<file path="src/core/sct_pkg.sv">
// Package: timing constants, commands and states of the DDR command timing host
// What this block does
// - Read waits write-to-read delay after write data
// - MRS spacing 4 clocks, other commands 12
// - Write auto precharge: recovery plus precharge before activate
// - Activate to activate spacing max(4, 6ns)
// - At most four activates per 35ns
// - Initial calibration blocks everything max(512, 640ns)
// - Full calibration blocks everything max(256, 320ns)
// - Wait max(5, 120ns) after clock enable high
// - Self refresh exit to plain commands max(5,120ns)
// - Self refresh exit to DLL commands 512 clocks
// - Clock enable low for minimum pulse plus one
// - Clock stays valid after self refresh entry
// - Clock valid before self refresh exit
// - Column command waits activate-to-column delay
// - Same bank activate or refresh waits row cycle
package sct_pkg;

  // ****************************************
  // Clock and conversion
  // ****************************************
  localparam int CLK_PS = 20000;

  // Least times round up, never below the clock count
  function automatic int cyc_min(input int nck, input int ps);
    int c;
    c = (ps + CLK_PS - 1) / CLK_PS;
    return (c > nck) ? c : nck;
  endfunction

  // ****************************************
  // Timing constants
  // ****************************************
  localparam int TMR_W         = 10;
  localparam int BURST_CYC     = 4;
  localparam int CCD_CYC       = 4;
  localparam int WTR_PS        = 7500;
  localparam int WTR_CYC       = cyc_min(4, WTR_PS);
  localparam int RTP_PS        = 7500;
  localparam int RTP_CYC       = cyc_min(4, RTP_PS);
  localparam int MRD_CYC       = 4;
  localparam int MOD_PS        = 15000;
  localparam int MOD_CYC       = cyc_min(12, MOD_PS);
  localparam int MPRR_CYC      = 1;
  localparam int RRD_PS        = 6000;
  localparam int RRD_CYC       = cyc_min(4, RRD_PS);
  localparam int FAW_PS        = 35000;
  localparam int FAW_CYC       = cyc_min(1, FAW_PS);
  localparam int ZQINIT_PS     = 640000;
  localparam int ZQINIT_CYC    = cyc_min(512, ZQINIT_PS);
  localparam int ZQOPER_PS     = 320000;
  localparam int ZQOPER_CYC    = cyc_min(256, ZQOPER_PS);
  localparam int ZQCS_PS       = 80000;
  localparam int ZQCS_CYC      = cyc_min(64, ZQCS_PS);
  localparam int XPR_PS        = 120000;
  localparam int XPR_CYC       = cyc_min(5, XPR_PS);
  localparam int XS_PS         = 120000;
  localparam int XS_CYC        = cyc_min(5, XS_PS);
  localparam int DLLK_CYC      = 512;
  localparam int CKE_PS        = 5000;
  localparam int CKESR_CYC     = cyc_min(3, CKE_PS) + 1;
  localparam int CKSRE_PS      = 10000;
  localparam int CKSRE_CYC     = cyc_min(5, CKSRE_PS);
  localparam int CKSRX_PS      = 10000;
  localparam int CKSRX_CYC     = cyc_min(5, CKSRX_PS);
  localparam int SR_ENTER_CYC  = (CKSRE_CYC > CKESR_CYC) ? CKSRE_CYC : CKESR_CYC;
  localparam int RFC_PS        = 110000;
  localparam int RFC_CYC       = cyc_min(1, RFC_PS);
  // Longest times round down
  localparam int REFI_NS       = 7800;
  localparam int REFI_CYC      = REFI_NS * 1000 / CLK_PS;
  localparam int REFI_HOT_NS   = 3900;
  localparam int REFI_HOT_CYC  = REFI_HOT_NS * 1000 / CLK_PS;

  // ****************************************
  // Commands and states
  // ****************************************
  typedef enum logic [3:0] {
    CMD_NOP, CMD_MRS, CMD_REF, CMD_SRE, CMD_SRX, CMD_PRE, CMD_PREA,
    CMD_ACT, CMD_WR, CMD_WRA, CMD_RD, CMD_RDA, CMD_ZQCL, CMD_ZQCS
  } sct_cmd_type;

  typedef enum logic [2:0] {
    ST_RST, ST_CKE_WAIT, ST_RUN, ST_SR_ENTER, ST_SR_STOP, ST_SR_CLK
  } sct_state_type;

endpackage

</file>
<file path="src/core/sct_tmr_if.sv">
// Interface: load requests and idle flags between controller and timer bank
`timescale 1ns/1ns
interface sct_tmr_if #(
  parameter int N = 8,
  parameter int W = 10
);
  logic [N-1:0]        load;
  logic [N-1:0][W-1:0] val;
  logic [N-1:0]        idle;

  modport ctrl (output load, output val, input idle);
  modport tmr  (input load, input val, output idle);
endinterface

</file>
<file path="src/core/sct_timer.sv">
// Module: bank of down counters, each keeps the longest pending wait
`timescale 1ns/1ns
module sct_timer #(
  parameter int N = 8,
  parameter int W = 10
) (
  input  wire logic core_clk_i,
  input  wire logic rst_i,
  sct_tmr_if.tmr    tif
);

  typedef struct packed {
    logic [N-1:0][W-1:0] cnt;
  } sct_tstate_type;

  sct_tstate_type r;
  sct_tstate_type next_r;

  // ****************************************
  // Counters
  // ****************************************
  // A shorter load never cuts an older, longer wait
  always_comb
  begin
    next_r = r;
    for (int i = 0; i < N; i++)
    begin
      if (tif.load[i] && (tif.val[i] > r.cnt[i]))
        next_r.cnt[i] = tif.val[i];
      else if (r.cnt[i] != '0)
        next_r.cnt[i] = r.cnt[i] - 1'b1;
    end
  end

  always_ff @(posedge core_clk_i)
  begin
    if (rst_i)
      r <= '0;
    else
      r <= next_r;
  end

  for (genvar g = 0; g < N; g++)
  begin : g_idle
    assign tif.idle[g] = (r.cnt[g] == '0);
  end

endmodule

</file>
<file path="src/core/sct_ctrl.sv">
// Module: command timing host that paces requests onto the DRAM command pins
`timescale 1ns/1ns
module sct_ctrl #(
  parameter int BANKS        = 8,
  parameter int BW           = 3,
  parameter int RST_HOLD_CYC = 10000,
  parameter int CKE_WAIT_CYC = 25000,
  parameter int TRCD_PS      = 14000,
  parameter int TRP_PS       = 14000,
  parameter int TRC_PS       = 48000,
  parameter int WL_CYC       = 5,
  parameter int WR_CK        = 5
) (
  input  wire logic                 core_clk_i,
  input  wire logic                 rst_i,
  input  wire logic                 hot_i,
  input  wire logic                 req_valid_i,
  input  wire sct_pkg::sct_cmd_type req_cmd_i,
  input  wire logic [BW-1:0]        req_bank_i,
  output logic                      ack_o,
  output logic                      init_done_o,
  output sct_pkg::sct_cmd_type      cmd_o,
  output logic [BW-1:0]             bank_o,
  output logic                      cke_o,
  output logic                      reset_n_o,
  output logic                      ck_en_o
);

  // ****************************************
  // Timer map and derived waits
  // ****************************************
  localparam int TW     = sct_pkg::TMR_W;
  localparam int T_ALL  = 0;
  localparam int T_MOD  = 1;
  localparam int T_MRD  = 2;
  localparam int T_RD   = 3;
  localparam int T_COL  = 4;
  localparam int T_RRD  = 5;
  localparam int T_DLL  = 6;
  localparam int T_ACT0 = 7;
  localparam int T_COL0 = T_ACT0 + BANKS;
  localparam int NT     = T_COL0 + BANKS;
  localparam int RCD_CYC = sct_pkg::cyc_min(1, TRCD_PS);
  localparam int RP_CYC  = sct_pkg::cyc_min(1, TRP_PS);
  localparam int RC_CYC  = sct_pkg::cyc_min(1, TRC_PS);
  // Write waits count from the end of the burst data
  localparam int WR_END  = WL_CYC + sct_pkg::BURST_CYC;
  localparam int LD_WTR  = WR_END + sct_pkg::WTR_CYC - 1;
  localparam int LD_DAL  = WR_END + WR_CK + RP_CYC - 1;
  localparam int LD_RTP  = sct_pkg::RTP_CYC + RP_CYC - 1;

  typedef struct packed {
    sct_pkg::sct_state_type st;
    logic [15:0]            cnt;
    logic                   reset_n;
    logic                   cke;
    logic                   ck_en;
    logic                   ack;
    logic                   init_done;
    logic                   hot_s1;
    logic                   hot_s2;
    logic                   ref_due;
    logic                   zq_init_done;
    sct_pkg::sct_cmd_type   cmd;
    logic [BW-1:0]          bank;
    logic [9:0]             ref_cnt;
    logic [1:0]             faw_ptr;
    logic [3:0][7:0]        faw_cnt;
  } sct_ctl_type;

  sct_ctl_type r;
  sct_ctl_type next_r;

  sct_tmr_if #(.N(NT), .W(TW)) tif ();

  sct_timer #(.N(NT), .W(TW)) u_tmr (
    .core_clk_i (core_clk_i),
    .rst_i      (rst_i),
    .tif        (tif)
  );

  // ****************************************
  // Timers that must be idle per command
  // ****************************************
  function automatic logic [NT-1:0] need_mask(input sct_pkg::sct_cmd_type c, input logic [BW-1:0] b);
    logic [NT-1:0] m;
    m        = '0;
    m[T_ALL] = 1'b1;
    if (c == sct_pkg::CMD_MRS)
      m[T_MRD] = 1'b1;
    else
      m[T_MOD] = 1'b1;
    case (c)
      sct_pkg::CMD_ACT:
      begin
        m[T_RRD]           = 1'b1;
        m[T_ACT0 + int'(b)] = 1'b1;
      end
      sct_pkg::CMD_WR, sct_pkg::CMD_WRA:
      begin
        m[T_COL]            = 1'b1;
        m[T_DLL]            = 1'b1;
        m[T_COL0 + int'(b)] = 1'b1;
      end
      sct_pkg::CMD_RD, sct_pkg::CMD_RDA:
      begin
        m[T_COL]            = 1'b1;
        m[T_RD]             = 1'b1;
        m[T_DLL]            = 1'b1;
        m[T_COL0 + int'(b)] = 1'b1;
      end
      sct_pkg::CMD_REF:
        m[T_ACT0 +: BANKS] = '1;
      default:
        m = m;
    endcase
    return m;
  endfunction

  // ****************************************
  // Sequencer and issue logic
  // ****************************************
  always_comb
  begin
    logic [NT-1:0]        need;
    logic                 go;
    logic                 faw_ok;
    sct_pkg::sct_cmd_type c;
    logic [BW-1:0]        b;
    need     = '0;
    go       = 1'b0;
    faw_ok   = 1'b0;
    c        = req_cmd_i;
    b        = req_bank_i;
    next_r   = r;
    tif.load = '0;
    tif.val  = '0;
    next_r.ack    = 1'b0;
    next_r.cmd    = sct_pkg::CMD_NOP;
    next_r.hot_s1 = hot_i;
    next_r.hot_s2 = r.hot_s1;
    for (int i = 0; i < 4; i++)
    begin
      if (r.faw_cnt[i] != '0)
        next_r.faw_cnt[i] = r.faw_cnt[i] - 8'h01;
    end
    // Oldest of the last four activates must have left the window
    faw_ok = (r.faw_cnt[r.faw_ptr] == '0);
    case (r.st)
      sct_pkg::ST_RST:
      begin
        next_r.ck_en = 1'b1;
        if (r.cnt == 16'(RST_HOLD_CYC - 1))
        begin
          next_r.reset_n = 1'b1;
          next_r.cnt     = '0;
          next_r.st      = sct_pkg::ST_CKE_WAIT;
        end
        else
          next_r.cnt = r.cnt + 16'h0001;
      end
      sct_pkg::ST_CKE_WAIT:
      begin
        if (r.cnt == 16'(CKE_WAIT_CYC - 1))
        begin
          next_r.cke       = 1'b1;
          next_r.init_done = 1'b1;
          next_r.ref_cnt   = 10'(sct_pkg::REFI_CYC - 1);
          next_r.st        = sct_pkg::ST_RUN;
          tif.load[T_ALL]  = 1'b1;
          tif.val[T_ALL]   = TW'(sct_pkg::XPR_CYC - 1);
        end
        else
          next_r.cnt = r.cnt + 16'h0001;
      end
      sct_pkg::ST_RUN:
      begin
        // Hot case halves the refresh interval
        if (r.ref_cnt == '0)
        begin
          next_r.ref_due = 1'b1;
          next_r.ref_cnt = r.hot_s2 ? 10'(sct_pkg::REFI_HOT_CYC - 1) : 10'(sct_pkg::REFI_CYC - 1);
        end
        else
          next_r.ref_cnt = r.ref_cnt - 10'h001;
        need = need_mask(sct_pkg::CMD_REF, '0);
        if (r.ref_due && !r.ack && ((tif.idle & need) == need))
        begin
          go = 1'b1;
          c  = sct_pkg::CMD_REF;
          b  = '0;
          // A new due event in the same cycle is kept
          next_r.ref_due = (r.ref_cnt == '0);
        end
        else if (req_valid_i && !r.ack && !r.ref_due && (c != sct_pkg::CMD_NOP) && (c != sct_pkg::CMD_SRX))
        begin
          need = need_mask(c, b);
          if (((tif.idle & need) == need) && ((c != sct_pkg::CMD_ACT) || faw_ok))
          begin
            go         = 1'b1;
            next_r.ack = 1'b1;
          end
        end
        if (go)
        begin
          next_r.cmd  = c;
          next_r.bank = b;
          case (c)
            sct_pkg::CMD_MRS:
            begin
              tif.load[T_MRD] = 1'b1;
              tif.val[T_MRD]  = TW'(sct_pkg::MRD_CYC - 1);
              tif.load[T_MOD] = 1'b1;
              // Also covers the readout exit recovery
              tif.val[T_MOD]  = TW'(sct_pkg::MOD_CYC - 1);
            end
            sct_pkg::CMD_REF:
            begin
              tif.load[T_ALL] = 1'b1;
              tif.val[T_ALL]  = TW'(sct_pkg::RFC_CYC - 1);
            end
            sct_pkg::CMD_ZQCL:
            begin
              tif.load[T_ALL] = 1'b1;
              tif.val[T_ALL]  = r.zq_init_done ? TW'(sct_pkg::ZQOPER_CYC - 1)
                                               : TW'(sct_pkg::ZQINIT_CYC - 1);
              next_r.zq_init_done = 1'b1;
            end
            sct_pkg::CMD_ZQCS:
            begin
              tif.load[T_ALL] = 1'b1;
              tif.val[T_ALL]  = TW'(sct_pkg::ZQCS_CYC - 1);
            end
            sct_pkg::CMD_PRE:
            begin
              tif.load[T_ACT0 + int'(b)] = 1'b1;
              tif.val[T_ACT0 + int'(b)]  = TW'(RP_CYC - 1);
            end
            sct_pkg::CMD_PREA:
            begin
              for (int i = 0; i < BANKS; i++)
              begin
                tif.load[T_ACT0 + i] = 1'b1;
                tif.val[T_ACT0 + i]  = TW'(RP_CYC - 1);
              end
            end
            sct_pkg::CMD_ACT:
            begin
              tif.load[T_ACT0 + int'(b)] = 1'b1;
              tif.val[T_ACT0 + int'(b)]  = TW'(RC_CYC - 1);
              tif.load[T_COL0 + int'(b)] = 1'b1;
              tif.val[T_COL0 + int'(b)]  = TW'(RCD_CYC - 1);
              tif.load[T_RRD]            = 1'b1;
              tif.val[T_RRD]             = TW'(sct_pkg::RRD_CYC - 1);
              next_r.faw_cnt[r.faw_ptr]  = 8'(sct_pkg::FAW_CYC - 1);
              next_r.faw_ptr             = r.faw_ptr + 2'h1;
            end
            sct_pkg::CMD_WR, sct_pkg::CMD_WRA:
            begin
              tif.load[T_COL] = 1'b1;
              tif.val[T_COL]  = TW'(sct_pkg::CCD_CYC - 1);
              tif.load[T_RD]  = 1'b1;
              tif.val[T_RD]   = TW'(LD_WTR);
              if (c == sct_pkg::CMD_WRA)
              begin
                tif.load[T_ACT0 + int'(b)] = 1'b1;
                tif.val[T_ACT0 + int'(b)]  = TW'(LD_DAL);
              end
            end
            sct_pkg::CMD_RD, sct_pkg::CMD_RDA:
            begin
              tif.load[T_COL] = 1'b1;
              tif.val[T_COL]  = TW'(sct_pkg::CCD_CYC - 1);
              if (c == sct_pkg::CMD_RDA)
              begin
                tif.load[T_ACT0 + int'(b)] = 1'b1;
                tif.val[T_ACT0 + int'(b)]  = TW'(LD_RTP);
              end
            end
            sct_pkg::CMD_SRE:
            begin
              next_r.cke = 1'b0;
              next_r.cnt = 16'(sct_pkg::SR_ENTER_CYC - 1);
              next_r.st  = sct_pkg::ST_SR_ENTER;
            end
            default:
              next_r.cmd = c;
          endcase
        end
      end
      sct_pkg::ST_SR_ENTER:
      begin
        // Clock must keep running until the entry wait ends
        if (r.cnt == '0)
        begin
          next_r.ck_en = 1'b0;
          next_r.st    = sct_pkg::ST_SR_STOP;
        end
        else
          next_r.cnt = r.cnt - 16'h0001;
      end
      sct_pkg::ST_SR_STOP:
      begin
        if (req_valid_i && (c == sct_pkg::CMD_SRX))
        begin
          next_r.ck_en = 1'b1;
          next_r.cnt   = 16'(sct_pkg::CKSRX_CYC - 1);
          next_r.st    = sct_pkg::ST_SR_CLK;
        end
      end
      sct_pkg::ST_SR_CLK:
      begin
        if (r.cnt == '0)
        begin
          next_r.cke      = 1'b1;
          next_r.cmd      = sct_pkg::CMD_SRX;
          next_r.ack      = 1'b1;
          next_r.st       = sct_pkg::ST_RUN;
          tif.load[T_ALL] = 1'b1;
          tif.val[T_ALL]  = TW'(sct_pkg::XS_CYC - 1);
          tif.load[T_DLL] = 1'b1;
          tif.val[T_DLL]  = TW'(sct_pkg::DLLK_CYC - 1);
        end
        else
          next_r.cnt = r.cnt - 16'h0001;
      end
      default:
        next_r.st = sct_pkg::ST_RST;
    endcase
  end

  always_ff @(posedge core_clk_i)
  begin
    if (rst_i)
      r <= '0;
    else
      r <= next_r;
  end

  assign ack_o       = r.ack;
  assign init_done_o = r.init_done;
  assign cmd_o       = r.cmd;
  assign bank_o      = r.bank;
  assign cke_o       = r.cke;
  assign reset_n_o   = r.reset_n;
  assign ck_en_o     = r.ck_en;

endmodule

</file>
<file path="config.mk">
export PLATFORM = sky130hd
export DESIGN_NAME = sct_ctrl
export DESIGN_NICKNAME = d
export VERILOG_FILES = /design/src/core/sct_pkg.sv /design/src/core/sct_tmr_if.sv /design/src/core/sct_timer.sv /design/src/core/sct_ctrl.sv
export SDC_FILE = /design/constraint.sdc
export NUM_CORES = 1
export LEC_CHECK = 0
export BUFFER_PORTS_ARGS = -buffer_cell sky130_fd_sc_hd__clkbuf_2
export CORE_MARGIN = 1
export CORE_UTILIZATION = 40
export CTS_CLUSTER_SIZE = 10
export DETAILED_ROUTE_END_ITERATION = 12
export PLACE_DENSITY = 0.51
export SKIP_CTS_REPAIR_TIMING = 1
export SYNTH_ARGS = -nofsm -noshare
export SYNTH_HDL_FRONTEND = slang
export SYNTH_SLANG_ARGS = --single-unit
export TNS_END_PERCENT = 5
</file>
<file path="constraint.sdc">
create_clock -name core_clk_i -period 8.6 [get_ports core_clk_i]
set_input_delay 1.72 -clock core_clk_i [delete_from_list [all_inputs] [get_ports core_clk_i]]
set_output_delay 1.72 -clock core_clk_i [all_outputs]
set_load 0.005 [all_outputs]
</file>
; After elaboration in Yosys (flattened, before gate mapping)
; Index checks and enable logic that the tools add are counted.
[word_totals]
ff_bits = 309
inputBits = 11
output_inout_bits = 12
word_cells = 459
[classes]
n_addsub = 35
order_cmp = 33
n_eq_ne = 40
mux = 158
bitwise = 12
n_reduce_logical = 139
[op_table]
columns = operator, count
row1 = $mux 10, 50
row2 = $pmux 80 s3, 2
row3 = $logic_not 10->1, 24
row4 = $sub 10x1->10 const B, 24
row5 = $and 222x230->230, 1
row6 = $gt 10x10->1, 23
row7 = $mux 230, 1
row8 = $not 230->230, 1
row9 = $reduce_bool 10->1, 23
row10 = $mux 224, 1
row11 = $mux 223, 1
row12 = $mux 160, 1
row13 = $pmux 40 s3, 1
row14 = $demux 10 s5, 2
row15 = $mux 32, 3
row16 = $mux 8, 12
row17 = $pmux 16 s5, 1
row18 = $pmux 20 s4, 1
row19 = $mux 23, 3
row20 = $mux 16, 4
row21 = $pmux 8 s4, 2
row22 = $pmux 10 s6, 1
row23 = $mux 19, 3
row24 = $mux 50, 1
row25 = other kinds (74), 231

; Depth between registers and ports, before layout
[logic_depth]
word_depth = 25
depth_mapped = 24
depth_no_buf = 23

; Cells and area by module
; Synthesis repeated with hierarchy kept, for this count alone.
[unflattened]
cells_unflattened = 3257
hier_area_um2 = 25544.5
[modules_own_cells]
columns = mod, n_inst, cells_per_inst, area_per_inst_um2, seq_area_each_um2
row1 = sct_timer, 1, 2451, 19592.5, 4604.4
row2 = sct_ctrl, 1, 806, 5952.0, 1581.5

; Least setup slack after synthesis
; Ideal clock, no wire load.
[synth_timing]
path_kind = input -> register
start = input port req_bank_i[1]
end = register u_tmr.r[111] (netlist name)
setup_ps = 66
arrival_ps = 5855
required_time_ps = 8534
path_slack_ps = 2679
cell_stages = 20
n_path_buf = 3
cell_sequence = or2_2 clkinv_1 ha_1 clkbuf_1 nor3_1 a221o_2 nor4_2 and4_4 nand2_4 or3_1 buf_6 nor2_1 ha_1 nand4_1 nand3_1 nor3_1 or3b_1 clkbuf_1 or3_4 a21oi_2
[synth_between]
elab_chain_cells = 22
elab_cells_between_ends = 69
cone_classes = add/sub (4) / order compare (9) / eq/ne (1) / mux (41) / bitwise (7) / reduce/logical (7)
[synth_lines]
columns = item, line
row1 = "start, declared", sct_ctrl.sv:19  ; input wire logic [BW-1:0] req_bank_i,
row2 = $add 4x3->5 or $add 3x3->4 (tied branches), "sct_ctrl.sv:103, sct_ctrl.sv:110, sct_ctrl.sv:97"
row3 = $lt 5x6->1 (not written as such) (tied with other cells), "sct_ctrl.sv:103, sct_ctrl.sv:110"
row4 = $logic_and 1x1->1 (on tied branches), "sct_ctrl.sv:103, sct_ctrl.sv:110, sct_ctrl.sv:97"
row5 = $mux 1 (on tied branches), "sct_ctrl.sv:103, sct_ctrl.sv:110, sct_ctrl.sv:97"
row6 = $demux 1 s5 (on tied branches), "sct_ctrl.sv:103, sct_ctrl.sv:110, sct_ctrl.sv:97"
row7 = $or 7x23->23 (no source line) or $or 6x23->23 (tied branches), n/a
row8 = $pmux 8 s4 (tied with other cells), sct_ctrl.sv:93  ; case (c)
row9 = $mux 8 or $mux 7 (tied branches), sct_ctrl.sv:195  ; else if (req_valid_i && !r.ack && !r.ref_due && (c != sct_pkg::CMD_NOP) && (c != sct_pkg::CMD_SRX))
row10 = (+6 left out), n/a
row11 = $mux 1, sct_ctrl.sv:195
row12 = $mux 1, sct_ctrl.sv:187  ; if (r.ref_due && !r.ack && ((tif.idle & need) == need))
row13 = $mux 1, sct_ctrl.sv:149  ; case (r.st)
row14 = $mux 230, sct_ctrl.sv:204  ; if (go)
row15 = $mux 160, sct_ctrl.sv:149
row16 = $gt 10x10->1, sct_timer.sv:28  ; if (tif.load[i] && (tif.val[i] > r.cnt[i]))
row17 = $logic_and 1x1->1, sct_timer.sv:28
row18 = $mux 10 or $reduce_bool 2->1 (tied branches), n/a
row19 = "end signal, assigned", sct_timer.sv:40  ; r <= next_r;
row20 = "end, declared", sct_timer.sv:16  ; sct_tstate_type r;
; Several ways; a longest one is shown, not always the timed one. The select of a mux whose other input is x is not followed.
; A chain may end at the register's enable or synchronous reset.

; Worst setup path in the final report
[layout_timing]
start = input port req_bank_i[1]
end = register u_tmr.r[1] (netlist name)
[layout_between]
elab_chain_cells = 22
elab_cells_between_ends = 69
cone_classes = add/sub (4) / order compare (9) / eq/ne (1) / mux (41) / bitwise (7) / reduce/logical (7)
[layout_lines]
columns = item, line
row1 = $add 4x3->5 or $add 3x3->4 (tied branches), "sct_ctrl.sv:103, sct_ctrl.sv:110, sct_ctrl.sv:97"
row2 = $lt 5x6->1 (not written as such) (tied with other cells), "sct_ctrl.sv:103, sct_ctrl.sv:110"
row3 = $logic_and 1x1->1 (on tied branches), "sct_ctrl.sv:103, sct_ctrl.sv:110, sct_ctrl.sv:97"
row4 = $mux 1 (on tied branches), "sct_ctrl.sv:103, sct_ctrl.sv:110, sct_ctrl.sv:97"
row5 = $demux 1 s5 (on tied branches), "sct_ctrl.sv:103, sct_ctrl.sv:110, sct_ctrl.sv:97"
row6 = $or 7x23->23 (no source line) or $or 6x23->23 (tied branches), n/a
row7 = $pmux 8 s4 (tied with other cells), sct_ctrl.sv:93
row8 = $mux 8 or $mux 7 (tied branches), sct_ctrl.sv:195
row9 = (+6 left out), n/a
row10 = $mux 1, sct_ctrl.sv:195
row11 = $mux 1, sct_ctrl.sv:187
row12 = $mux 1, sct_ctrl.sv:149
row13 = $mux 230, sct_ctrl.sv:204
row14 = $pmux 10 s3, sct_ctrl.sv:149
row15 = $gt 10x10->1, sct_timer.sv:28
row16 = $logic_and 1x1->1, sct_timer.sv:28
row17 = $mux 10 or $reduce_bool 2->1 (tied branches), n/a
; Several ways; a longest one is shown, not always the timed one. The select of a mux whose other input is x is not followed.

==> results_dict.tcl <==
set metrics [dict create \
    slowest_delay_ns 0.57 \
    yosys.area.top_type "dfxtp_1" \
    top_usage_layer "met2" \
    hold_viol 0 \
    outcome "finished, final reports clean" \
    hp-class "reg -> reg" \
    synthTopCellsByArea "dfxtp_1, ha_1, nor2_1" \
    path_clk_slew_ns 0.05 \
    yosysSeqAreaShare_pct 34.3 \
    grt_usage_pct 19.9 \
    drt-pass1-iter-count 5 \
    cts-root-buf "clkbuf_16" \
    core_area_mm2 0.0443 \
    worst_ep_arrival_time_ns 6.86 \
    antenna_found_initial 1 \
    ir_drop_mv 0.131 \
    grt_pass1_vias 15200 \
    layout_common_cells "nor2_1, dfxtp_1, nand2_1, a21oi_1, nor3_1" \
    dieArea_mm2 0.0459 \
    diodes 0 \
    netlist_area_mm2 0.0180 \
    tns_ns 0 \
    pwr_density_cell_mw_per_mm2 337 \
    die_y_um 214 \
    crit_path_start_kind "input port" \
    clk_latency_ns 0.56 \
    synth-seq-cells 309 \
    p_leak_nw 7.86 \
    grt_first_pass_wirelength_um 76300 \
    avgViaCountPerCell 5.47 \
    nNetsFinal 2409 \
    cp_slowest_cell "nor4b_1" \
    clock_sinks 309 \
    synth-edff-count 0 \
    cts_buffers 39 \
    syn_area_per_cell_um2 7.87 \
    synth_cell_types 91 \
    relSlewSlack_pct 25.6 \
    drc 0 \
    use_met2_pct 32.5 \
    layout_commonest_cell "nor2_1" \
    finalCriticalPeriod_ns 6.36 \
    setup_viol 0 \
    cts_tree "yes" \
    antenna_left 0 \
    drtIter0Drc 947 \
    drv_cap 0 \
    async_reset_ff_share_pct 0 \
    synth_flop_cell "dfxtp_1" \
    grtUsageMet3_pct 3.30 \
    initial_core_util_pct 40.7 \
    grt_overflow 0 \
    critPathKind "in -> reg" \
    synthCells 2292 \
    cts-htree-levels 2 \
    syn_to_final_growth_pct 9.60 \
    hold-worst-slack_ns 0.443 \
    rows 77 \
    clock_skew_ns 0.0181 \
    tightestPinTransition_ns 1.11 \
    port_buffers 22 \
    drive_above_1_share_pct 6.03 \
    cp_cell_sequence "clkbuf_2 -> or2_2 -> clkinv_1 -> ha_1 -> nor4b_1 -> o211ai_1 -> and4_4 -> and4_4 -> nand4_1 -> buf_4 -> nor2_1 -> ha_1 -> nor2b_1 -> o21a_1 -> o21a_1 -> o21ai_0 -> a21oi_1 -> a211oi_1 -> a2111oi_2 -> buf_4 -> a2111oi_0 -> or2_2" \
    cp_max_fo 14 \
    gp_congestion 0.938 \
    clockBufferDepth 3 \
    ios 23 \
    synth_top_area_share_pct 34.3 \
    routedWlPerCell_um 15.7 \
    timing.final.crit_share_pct 74.0 \
    die_w_um 214 \
    endpoint_kind "flip-flop" \
    grt_max_degree 87 \
    max_freq_mhz 157 \
    yosys_warnings 0 \
    finalMaxSlewViolations 0 \
    rsz0062_at_grt "no" \
    required_ns 9.09 \
    grt_use_met1_pct 26.8 \
    routed_wl_um 45600 \
    vias 15800 \
    hpwlAfterDp_um 32600 \
]
[synth_stat cells (all sizes together), types with 5 or more instances]
master / count
and2: 9
xnor2: 110
ha: 113
o211ai: 8
or3: 45
nand3: 94
mux2: 6
mux2i: 17
and4: 11
or2: 13
a211o: 5
nor3: 135
nand2b: 23
o21ai: 63
nor2: 330
o21a: 15
clkbuf: 71
or4: 19
a21oi: 165
o211a: 6
a31oi: 12
nor4b: 10
a211oi: 21
or4b: 5
o31ai: 18
xor2: 46
nor3b: 17
inv: 124
nand4: 49
a21o: 11
nand2: 177
nor2b: 26
nor4: 76
nand3b: 18
and3: 23
a41oi: 6
buf: 22
dfxtp: 309
or3b: 6
[final timing paths]
kind | start | end | slack, ns | cells after the start
min | next_r[53]$_SDFF_PP0_ | r[53]$_SDFF_PP0_ | 0.44 | 1
max reg2reg | u_tmr.r[74]$_SDFFE_PP0P_ | u_tmr.r[88]$_SDFFE_PP0P_ | 2.81 | 15
min reg2reg | next_r[53]$_SDFF_PP0_ | r[53]$_SDFF_PP0_ | 0.44 | 1
max | req_bank_i[1] | u_tmr.r[1]$_SDFFE_PP0P_ | 2.24 | 22
[stage by stage]
| step | std cells | total power (W) | utilization, % | setup WS (ns) | cell area, um^2 |
|---|---|---|---|---|---|
| 5_1_grt | 2897 | 0.00728 | 44.6 | 1.92 | 19800 |
| 3_5_place_dp | 2836 | 0.00517 | 42.0 | 1.76 | 18600 |
| 2_1_floorplan | 2302 | 0.00458 | - | 2.68 | 18100 |
| 3_3_place_gp | 2836 | 0.00514 | 42.0 | 1.85 | 18600 |
| 6_report | 2897 | 0.00666 | 44.6 | 2.24 | 19800 |
| 4_1_cts | 2897 | 0.00675 | 44.6 | 2.36 | 19800 |
[routing by layer]
metal	up-vias	routed length [um]	share of wire, %
met3	75	2090	4.6
met2	282	20500	45
met1	7389	22100	48
met5	-	13	0.029
li1	8099	-	-
met4	2	915	2.0
[report_power, final]
group / switching (W) / internal (W)
clock network: 0.000613 / 0.000898
logic: 0.00166 / 0.00129
registers: 0.000370 / 0.00184
total: 0.00264 / 0.00402
[logic make-up (layout without fill, tap and decap cells)]
kind of cell / count (synthesis) / after routing / synth area share [%]
simple gates: 1095 / 1095 / 30.9
compound gates: 377 / 377 / 13.0
flops: 309 / 309 / 34.3
buf+inv: 218 / 221 / 5.08
xor+xnor: 156 / 156 / 7.58
fa+ha+maj: 113 / 113 / 7.84
mux: 23 / 23 / 1.32
other cells: 1 / 11 / 0.0208
[registers in the layout, indices dropped and copies added (netlist names)]
name	count
bank_o	3
next_r	1
init_done_o	1
cmd_o	4
reset_n_o	1
ck_en_o	1
ack_o	1
r	66
u_tmr.r	230
cke_o	1
[area by class of cell]
| cell class | instances | area (um^2) |
|---|---|---|
| multi-input cells | 1775 | 11000 |
| repair buffers | 35 | 214 |
| inverters | 125 | 469 |
| flip-flops and latches | 309 | 6190 |
| fillers | 4516 | 24600 |
| clock buffers | 57 | 1120 |
| well taps | 592 | 741 |
| clock inverters | 4 | 37.5 |
[worst max-delay path: cells and delay by family]
kind,cells,cell delay (ns)
and+or+nand+nor,8,1.73
AOI/OAI and AO/OA,8,1.59
buffers and inverters,4,0.95
adders and majority gates,2,0.85
(Power assumes the default switching activity.)
